[config.mk]
export PLATFORM = sky130hd
export DESIGN_NAME = ccs_clock_stop_sequencer
export DESIGN_NICKNAME = d
export VERILOG_FILES = /design/src/inc/ccs_pkg.sv /design/src/ccs_bus_clock_monitor.sv /design/src/ccs_clock_stop_sequencer.sv
export SDC_FILE = /design/constraint.sdc
export NUM_CORES = 1
export LEC_CHECK = 0
export ABC_AREA = 1
export BUFFER_PORTS_ARGS = -buffer_cell sky130_fd_sc_hd__buf_2
export CAP_MARGIN = 30
export CORE_UTILIZATION = 55
export CTS_CLUSTER_DIAMETER = 60
export DETAILED_ROUTE_END_ITERATION = 10
export PLACE_DENSITY_LB_ADDON = 0.25
export SKIP_LAST_GASP = 1
export SLEW_MARGIN = 5
export SYNTH_ARGS = -nofsm -noshare
export SYNTH_HDL_FRONTEND = slang
export SYNTH_SLANG_ARGS = --single-unit
export TNS_END_PERCENT = 10
[constraint.sdc]
create_clock -name sys_clk -period 1.61 [get_ports sys_clk]
set_input_delay 0.2415 -clock sys_clk [delete_from_list [all_inputs] [get_ports sys_clk]]
set_output_delay 0.2415 -clock sys_clk [all_outputs]
set_load 0.03 [all_outputs]
[src/inc/ccs_pkg.sv]
// ccs_pkg: timing counts, state codes and carrier structs for the clock-stop sequencer.
// assumes a single 20 MHz system clock; all pins arrive asynchronously.
`default_nettype none

package ccs_pkg;

  ////////////////////////////////////////////////////////////////////////////
  localparam int unsigned CLK_PERIOD_NS        = 50;
  // bus clock counts as stopped after this long without an edge
  localparam int unsigned BCLK_IDLE_NS         = 1000;
  localparam int unsigned BCLK_IDLE_CYCLES     = (BCLK_IDLE_NS + CLK_PERIOD_NS - 1) / CLK_PERIOD_NS;
  // least stopped interval the clock control owes us
  localparam int unsigned BCLK_MIN_STOP_NS     = 8000;
  localparam int unsigned BCLK_MIN_STOP_CYCLES = (BCLK_MIN_STOP_NS + CLK_PERIOD_NS - 1) / CLK_PERIOD_NS;
  localparam int unsigned FLUSH_CYCLES         = 16;
  localparam int unsigned CNT_W                = 8;

  ////////////////////////////////////////////////////////////////////////////
  typedef enum logic [3:0] {
    CCS_OPERATING   = 4'h1,
    CCS_QUICK_START = 4'h2,
    CCS_SLEEP       = 4'h4,
    CCS_DEEP_SLEEP  = 4'h8
  } ccs_state_t;

  typedef struct packed {
    logic stop_clock_request_n;
    logic sleep_request_n;
    logic cache_flush_request_n;
  } ccs_pins_t;

  localparam ccs_pins_t PINS_IDLE = 3'h7;

  typedef struct packed {
    logic flush_pending;
    logic flush_active;
    logic flush_done;
    logic short_gap;
  } ccs_status_t;

  localparam ccs_status_t STATUS_RESET = 4'h0;

endpackage : ccs_pkg

`default_nettype wire

[src/ccs_bus_clock_monitor.sv]
// ccs_bus_clock_monitor: decides whether the bus clock pin is toggling.
// assumes the bus clock runs below half of sys_clk so every level is sampled.
`default_nettype none

module ccs_bus_clock_monitor (
  input  wire logic sys_clk,
  input  wire logic arst_n,
  input  wire logic bus_clk_pin,
  output var  logic bus_clk_running
);

  logic                      meta_reg;
  logic                      sync_reg;
  logic                      last_reg;
  logic [ccs_pkg::CNT_W-1:0] idle_cnt_reg;
  logic [ccs_pkg::CNT_W-1:0] idle_cnt_next;
  logic                      running_reg;
  logic                      running_next;
  logic                      edge_seen;

  ////////////////////////////////////////////////////////////////////////////
  always_comb begin
    edge_seen     = sync_reg ^ last_reg;
    idle_cnt_next = idle_cnt_reg;
    running_next  = running_reg;
    if (edge_seen) begin
      idle_cnt_next = '0;
      running_next  = 1'b1;
    end else if (idle_cnt_reg == ccs_pkg::CNT_W'(ccs_pkg::BCLK_IDLE_CYCLES - 1)) begin
      running_next  = 1'b0;
    end else begin
      idle_cnt_next = idle_cnt_reg + ccs_pkg::CNT_W'(1);
    end
  end

  // starts as stopped so a sequencer never sees a phantom clock
  always_ff @(posedge sys_clk or negedge arst_n) begin
    if (!arst_n) begin
      meta_reg     <= 1'b0;
      sync_reg     <= 1'b0;
      last_reg     <= 1'b0;
      idle_cnt_reg <= '0;
      running_reg  <= 1'b0;
    end else begin
      meta_reg     <= bus_clk_pin;
      sync_reg     <= meta_reg;
      last_reg     <= sync_reg;
      idle_cnt_reg <= idle_cnt_next;
      running_reg  <= running_next;
    end
  end

  assign bus_clk_running = running_reg;

endmodule : ccs_bus_clock_monitor

`default_nettype wire

[src/ccs_clock_stop_sequencer.sv]
// ccs_clock_stop_sequencer: quick start, sleep and deep sleep sequencing plus cache flush deferral.
// assumes request pins are asynchronous and active low; bus clock pin is sampled, not used as a clock.
`default_nettype none

module ccs_clock_stop_sequencer (
  input  wire logic                sys_clk,
  input  wire logic                arst_n,
  input  wire ccs_pkg::ccs_pins_t  pins,
  input  wire logic                bus_clk_pin,
  output var  ccs_pkg::ccs_state_t cpu_state,
  output var  ccs_pkg::ccs_status_t status
);

  ccs_pkg::ccs_pins_t        pins_meta_reg;
  ccs_pkg::ccs_pins_t        pins_sync_reg;
  ccs_pkg::ccs_pins_t        pins_last_reg;
  ccs_pkg::ccs_state_t       state_reg;
  ccs_pkg::ccs_state_t       state_next;
  logic                      flush_pending_reg;
  logic                      flush_pending_next;
  logic                      flush_active_reg;
  logic                      flush_active_next;
  logic                      flush_done_reg;
  logic                      flush_done_next;
  logic [ccs_pkg::CNT_W-1:0] flush_cnt_reg;
  logic [ccs_pkg::CNT_W-1:0] flush_cnt_next;
  logic [ccs_pkg::CNT_W-1:0] stop_cnt_reg;
  logic [ccs_pkg::CNT_W-1:0] stop_cnt_next;
  logic                      short_gap_reg;
  logic                      short_gap_next;
  logic                      bus_running;
  logic                      stop_active;
  logic                      sleep_active;
  logic                      flush_edge;
  logic                      flush_start;
  logic                      flush_busy;

  ////////////////////////////////////////////////////////////////////////////
  ccs_bus_clock_monitor u_bus_clock_monitor (
    .sys_clk         (sys_clk),
    .arst_n          (arst_n),
    .bus_clk_pin     (bus_clk_pin),
    .bus_clk_running (bus_running)
  );

  // last copy feeds the flush edge detector, never the first stage
  always_ff @(posedge sys_clk or negedge arst_n) begin
    if (!arst_n) begin
      pins_meta_reg <= ccs_pkg::PINS_IDLE;
      pins_sync_reg <= ccs_pkg::PINS_IDLE;
      pins_last_reg <= ccs_pkg::PINS_IDLE;
    end else begin
      pins_meta_reg <= pins;
      pins_sync_reg <= pins_meta_reg;
      pins_last_reg <= pins_sync_reg;
    end
  end

  always_comb begin
    stop_active  = ~pins_sync_reg.stop_clock_request_n;
    sleep_active = ~pins_sync_reg.sleep_request_n;
    flush_edge   = pins_last_reg.cache_flush_request_n & ~pins_sync_reg.cache_flush_request_n;
    flush_busy   = flush_pending_reg | flush_active_reg;
  end

  ////////////////////////////////////////////////////////////////////////////
  // flush engine
  always_comb begin
    flush_pending_next = flush_pending_reg;
    flush_active_next  = flush_active_reg;
    flush_cnt_next     = flush_cnt_reg;
    flush_done_next    = 1'b0;
    flush_start = flush_pending_reg & ~flush_active_reg & ~stop_active &
                  (state_reg == ccs_pkg::CCS_OPERATING);
    if (flush_start) begin
      flush_pending_next = 1'b0;
      flush_active_next  = 1'b1;
      flush_cnt_next     = '0;
    end else if (flush_active_reg) begin
      if (flush_cnt_reg == ccs_pkg::CNT_W'(ccs_pkg::FLUSH_CYCLES - 1)) begin
        flush_active_next = 1'b0;
        flush_done_next   = 1'b1;
      end else begin
        flush_cnt_next = flush_cnt_reg + ccs_pkg::CNT_W'(1);
      end
    end
    // a new request beats the clear of the same cycle
    if (flush_edge) begin
      flush_pending_next = 1'b1;
    end
  end

  always_ff @(posedge sys_clk or negedge arst_n) begin
    if (!arst_n) begin
      flush_pending_reg <= 1'b0;
      flush_active_reg  <= 1'b0;
      flush_done_reg    <= 1'b0;
      flush_cnt_reg     <= '0;
    end else begin
      flush_pending_reg <= flush_pending_next;
      flush_active_reg  <= flush_active_next;
      flush_done_reg    <= flush_done_next;
      flush_cnt_reg     <= flush_cnt_next;
    end
  end

  ////////////////////////////////////////////////////////////////////////////
  // state sequencing
  always_comb begin
    state_next = state_reg;
    unique case (state_reg)
      ccs_pkg::CCS_OPERATING: begin
        // a running flush finishes first; a pending one is deferred
        if (stop_active && !flush_active_reg) begin
          state_next = ccs_pkg::CCS_QUICK_START;
        end
      end
      ccs_pkg::CCS_QUICK_START: begin
        if (!bus_running) begin
          state_next = ccs_pkg::CCS_DEEP_SLEEP;
        end else if (!stop_active) begin
          state_next = ccs_pkg::CCS_OPERATING;
        end else if (sleep_active && !flush_busy) begin
          state_next = ccs_pkg::CCS_SLEEP;
        end
      end
      ccs_pkg::CCS_SLEEP: begin
        if (!bus_running) begin
          state_next = ccs_pkg::CCS_DEEP_SLEEP;
        end else if (!sleep_active) begin
          state_next = ccs_pkg::CCS_QUICK_START;
        end
      end
      ccs_pkg::CCS_DEEP_SLEEP: begin
        if (bus_running) begin
          state_next = ccs_pkg::CCS_QUICK_START;
        end
      end
      default: begin
        state_next = ccs_pkg::CCS_OPERATING;
      end
    endcase
  end

  always_ff @(posedge sys_clk or negedge arst_n) begin
    if (!arst_n) begin
      state_reg <= ccs_pkg::CCS_OPERATING;
    end else begin
      state_reg <= state_next;
    end
  end

  ////////////////////////////////////////////////////////////////////////////
  // stopped interval watch: the exit itself is never refused, only reported
  always_comb begin
    stop_cnt_next  = stop_cnt_reg;
    short_gap_next = short_gap_reg;
    if (state_reg != ccs_pkg::CCS_DEEP_SLEEP) begin
      stop_cnt_next = '0;
    end else if (bus_running) begin
      short_gap_next = (stop_cnt_reg < ccs_pkg::CNT_W'(ccs_pkg::BCLK_MIN_STOP_CYCLES));
    end else if (stop_cnt_reg != ccs_pkg::CNT_W'(ccs_pkg::BCLK_MIN_STOP_CYCLES)) begin
      stop_cnt_next = stop_cnt_reg + ccs_pkg::CNT_W'(1);
    end
  end

  always_ff @(posedge sys_clk or negedge arst_n) begin
    if (!arst_n) begin
      stop_cnt_reg  <= '0;
      short_gap_reg <= 1'b0;
    end else begin
      stop_cnt_reg  <= stop_cnt_next;
      short_gap_reg <= short_gap_next;
    end
  end

  always_comb begin
    cpu_state            = state_reg;
    status.flush_pending = flush_pending_reg;
    status.flush_active  = flush_active_reg;
    status.flush_done    = flush_done_reg;
    status.short_gap     = short_gap_reg;
  end

  ////////////////////////////////////////////////////////////////////////////
  AST_QS_CLOCK_LOSS: assert property (
    @(posedge sys_clk) disable iff (!arst_n)
    (state_reg == ccs_pkg::CCS_QUICK_START) && !bus_running |=> state_reg == ccs_pkg::CCS_DEEP_SLEEP
  ) else $error("quick start did not enter deep sleep on clock loss");

  AST_DEEP_RESTART: assert property (
    @(posedge sys_clk) disable iff (!arst_n)
    (state_reg == ccs_pkg::CCS_DEEP_SLEEP) && bus_running |=> state_reg == ccs_pkg::CCS_QUICK_START
  ) else $error("deep sleep did not return to quick start");

  AST_FLUSH_DEFERRED: assert property (
    @(posedge sys_clk) disable iff (!arst_n)
    $rose(flush_active_reg) |-> !$past(stop_active) && $past(state_reg) == ccs_pkg::CCS_OPERATING
  ) else $error("flush started while stop-clock was asserted");

  AST_SLEEP_NO_FLUSH: assert property (
    @(posedge sys_clk) disable iff (!arst_n)
    state_reg == ccs_pkg::CCS_QUICK_START ##1 state_reg == ccs_pkg::CCS_SLEEP
      |-> !$past(flush_pending_reg) && !$past(flush_active_reg)
  ) else $error("sleep entered with a flush outstanding");

  AST_SLEEP_CLOCK_LOSS: assert property (
    @(posedge sys_clk) disable iff (!arst_n)
    (state_reg == ccs_pkg::CCS_SLEEP) && !bus_running |=> state_reg == ccs_pkg::CCS_DEEP_SLEEP
  ) else $error("sleep did not enter deep sleep on clock loss");

  AST_ONE_STATE: assert property (
    @(posedge sys_clk) disable iff (!arst_n)
    $onehot(state_reg)
  ) else $error("state is not one-hot");

  AST_DEEP_HOLDS: assert property (
    @(posedge sys_clk) disable iff (!arst_n)
    (state_reg == ccs_pkg::CCS_DEEP_SLEEP) && !bus_running |=> state_reg == ccs_pkg::CCS_DEEP_SLEEP
  ) else $error("deep sleep left without a clock restart");

  AST_FLUSH_LENGTH: assert property (
    @(posedge sys_clk) disable iff (!arst_n)
    $rose(flush_active_reg) |-> ##16 (flush_done_reg && !flush_active_reg)
  ) else $error("flush did not run its fixed length");

  // counter stands in for a long repetition of the active level
  AST_FLUSH_HOLDS: assert property (
    @(posedge sys_clk) disable iff (!arst_n)
    flush_active_reg && (flush_cnt_reg != ccs_pkg::CNT_W'(ccs_pkg::FLUSH_CYCLES - 1)) |=> flush_active_reg
  ) else $error("flush stopped before its last count");

endmodule : ccs_clock_stop_sequencer

`default_nettype wire

==> run summary <==
VDD sags by at most 0.829 mV. Routability-driven placement finished with a final weighted congestion of 0.843. The run gives 3.91 mm as the aggregate routed wire length. Of the available clock period, the critical path in the final layout requires 87.4%. For the worst-skew pair, the clock arrives at the later sink with an insertion delay of 0.30 ns.

After global routing the overflow that remains totals 0. Of the cells placed in the final design, the portion with a size suffix greater than 1 is 18.9%. The number of synthesized register bits is 43.

Entering global routing, the biggest net connects 23 pins. STA classifies the critical path startpoint as a register. Dividing the synthesized area by the synthesized cell count gives 8.21 um^2. Number of endpoints with negative hold slack in the final report: 0.

For this run, the number of Yosys warnings is 0. Clock skew after layout: 0.00601 ns. The first global-routing pass estimated 6.93 mm of wire.

In this run the remaining antenna-violating nets after routing total 0. Dividing the detail-routed wire length by the instance count gives 11.8 um. The number of nets in the finished design came out at 294. The region available for standard cell placement spans 0.00374 mm^2.

The count of endpoints failing setup in the final report is 0. The predominant post-synthesis flop cell is sky130_fd_sc_hd__dfrtp_1. Ranked by instance count, the synthesized netlist is headed by sky130_fd_sc_hd__nand2_1, sky130_fd_sc_hd__dfrtp_1, sky130_fd_sc_hd__nor2_1, sky130_fd_sc_hd__nand3_1, sky130_fd_sc_hd__inv_1.

The clock drives 43 sinks. The netlist area before placement was 0.00220 mm^2. The number of synthesized flops with an enable pin is 0, and the count of different cell masters after synthesis is 28. Number of antenna violations at the first check in global routing: 0. Setup repair after global routing left no endpoint under its margin. The area of the die is 0.00426 mm^2, and the CTS buffer count is 5.

The final route contains 1740 vias. For this run, the register share of the synthesized area comes to 49.4%. The tools report the post-synthesis cell count as 268. The data required time of the worst path was 1.81 ns; the total of cells resized after clock tree synthesis was 0. In this run, the number of DRC markers left after iteration 0 of detailed routing was 168. Summed over all cells, the static leakage comes to 1.19 nW. In the synthesized netlist the async set-or-reset flop fraction comes to 100%.

The top cell type by area accounts for 39.8% of the synthesized area. The number of nets in the synthesized netlist is 278. For the via count of the first global-routing pass, the log shows 1630. Summed over all nets, the half-perimeter wirelength after detailed placement is 2.81 mm.

The buffer depth of the longest clock path was 2; the number of rows in the core area was 22. For the final max-slew violation count, the log shows 0. The logs give 4 for the total iterations of the first detailed-routing run and 0 for the count of maximum capacitance violations. For this run, design rule violations remaining after detail routing come to 0. In this run the worst path has a maximum fanout of 12.

The logs give 67.4% for the headroom to the max-slew limit and 711 MHz for the maximum achievable frequency. The count of cells in the finished layout, fillers not included, comes to 333. The tools report the total negative slack for setup checks as 0 ns. In this run the power density over the cells is 1210 mW/mm^2. The die is 65.2 um tall. From synthesis to final layout, the design area changed by 9.16%. Pin placement for this block handled 14 I/O pins.

The minimum clock period after layout was 1.41 ns; the initial cell density of the core was 58.8%. In the routed layout, each cell is associated on average with a via count of 5.23. The setup path with the least slack is of type reg2reg.

TritonCTS built the clock tree. The H-tree was split into 2 levels. The die width was 65.2 um; the data arrival time of the critical path was 1.61 ns. The worst hold path belongs to the class in2reg. Measured slew at the worst slew-check pin: 0.489 ns. Input and output buffers added on the ports amount to 13. The most common cell in the synthesized netlist is sky130_fd_sc_hd__nand2_1.

The run finished with clean final reports. The clock-pin transition on the worst setup and hold timing paths is 0.09 ns. Ranked by total cell area, the synthesized netlist is headed by sky130_fd_sc_hd__dfrtp_1, sky130_fd_sc_hd__nand2_1, sky130_fd_sc_hd__dfstp_2.

Once placement completed, the tool counted placed cells totaling 324. 0 antenna diodes ended up in the layout. The biggest area consumer among synthesized cells is sky130_fd_sc_hd__dfrtp_1.

Global routing used 21.7% of the available tracks. STA classifies the critical path endpoint as a register. The tree is rooted in a sky130_fd_sc_hd__clkbuf_8.
-- logic make-up after synthesis --
logic type                 synth area share (%)
AOI/OAI and AO/OA                          6.37
DFF                                        49.4
and+or+nand+nor                            33.2
xor gates and xnor gates                   1.54
adders and majority gates                  2.28
buffers and inverters                      7.22
-- report_power, final --
group / leakage (nW) / switching, mW / internal, mW / total, mW
clock: 0.0402 / 0.392 / 0.302 / 0.694
sequential: 0.543 / 0.134 / 1.24 / 1.37
combinational: 0.603 / 0.563 / 0.268 / 0.831
total: 1.19 / 1.09 / 1.81 / 2.90
-- critical path, stage by stage, from the launching register on --
cell                      delay, ns
sky130_fd_sc_hd__dfstp_2       0.55
sky130_fd_sc_hd__inv_1         0.06
sky130_fd_sc_hd__nor2_1        0.19
sky130_fd_sc_hd__nand3_2       0.26
sky130_fd_sc_hd__nand4_1       0.18
sky130_fd_sc_hd__nand2_1       0.06
-- repair_timing --
item | CTS | global route
endpoints found under the hold margin | 14 | 0
setup buffers | 0 | 0
hold buffers | 1 | 0
-- cell usage in the layout (no fill, tap or decap), types with 3 or more instances in the layout --
cell / n
sky130_fd_sc_hd__nor2_1: 34
sky130_fd_sc_hd__nand4_1: 8
sky130_fd_sc_hd__a21oi_1: 4
sky130_fd_sc_hd__ha_1: 4
sky130_fd_sc_hd__dfstp_2: 8
sky130_fd_sc_hd__clkbuf_8: 5
sky130_fd_sc_hd__o21ai_2: 3
sky130_fd_sc_hd__inv_1: 28
sky130_fd_sc_hd__buf_2: 13
sky130_fd_sc_hd__o21ai_0: 9
sky130_fd_sc_hd__nand3_1: 29
sky130_fd_sc_hd__nand2_2: 3
sky130_fd_sc_hd__nor2_2: 4
sky130_fd_sc_hd__dfrtp_1: 35
sky130_fd_sc_hd__nand3_2: 4
sky130_fd_sc_hd__nand2_1: 68
sky130_fd_sc_hd__inv_2: 3
sky130_fd_sc_hd__o21bai_1: 3
-- through the flow --
stage | hold slack, ns | power [mW] | utilization [%] | setup WS, ns | area (um^2)
after global placement | 0.231 | 2.21 | 61.5 | 0.284 | 2300
after floorplan | -0.0541 | 2.06 | - | 0.218 | 2200
final | 0.0330 | 2.90 | 64.1 | 0.203 | 2400
after detailed placement | 0.231 | 2.23 | 61.5 | 0.206 | 2300
after CTS | 0.0196 | 2.93 | 64.1 | 0.196 | 2400
after global routing | 0.0128 | 3.11 | 64.1 | 0.0841 | 2400
-- layout make-up --
| class | instances | area [um^2] |
|---|---|---|
| Fill cell | 336 | 1340 |
| Clock buffer | 5 | 68.8 |
| Sequential cell | 43 | 1090 |
| Timing Repair Buffer | 15 | 95.1 |
| Tap cell | 48 | 60.1 |
| Multi-Input combinational cell | 188 | 955 |
| Clock inverter | 3 | 20.0 |
| Inverter | 31 | 116 |
-- routing by layer --
metal / GRT usage (%) / vias up / wire length [um]
met2: 33.9 / 35 / 1780
met5: 0 / - / 0
met1: 28.0 / 807 / 1880
met3: 5.73 / 8 / 173
met4: 10.1 / 0 / 75
li1: - / 890 / -
-- path summary, 6_finish.rpt --
check                      depth (start not counted)  slack (ns)        startpoint          endpoint
setup / recovery                                   5        0.20      cpu_state[0]  flush_cnt_reg[7]
hold / removal                                     1        0.03           pins[0]  pins_meta_reg[0]
setup reg to reg                                   5        0.20      cpu_state[0]  flush_cnt_reg[7]
hold reg to reg                                    0        0.36  pins_meta_reg[2]  pins_sync_reg[2]
max in group asynchronous                          3        0.61            arst_n      cpu_state[0]
min in group asynchronous                          2        0.45            arst_n  flush_cnt_reg[1]
Power figures use the tool's default switching activity.
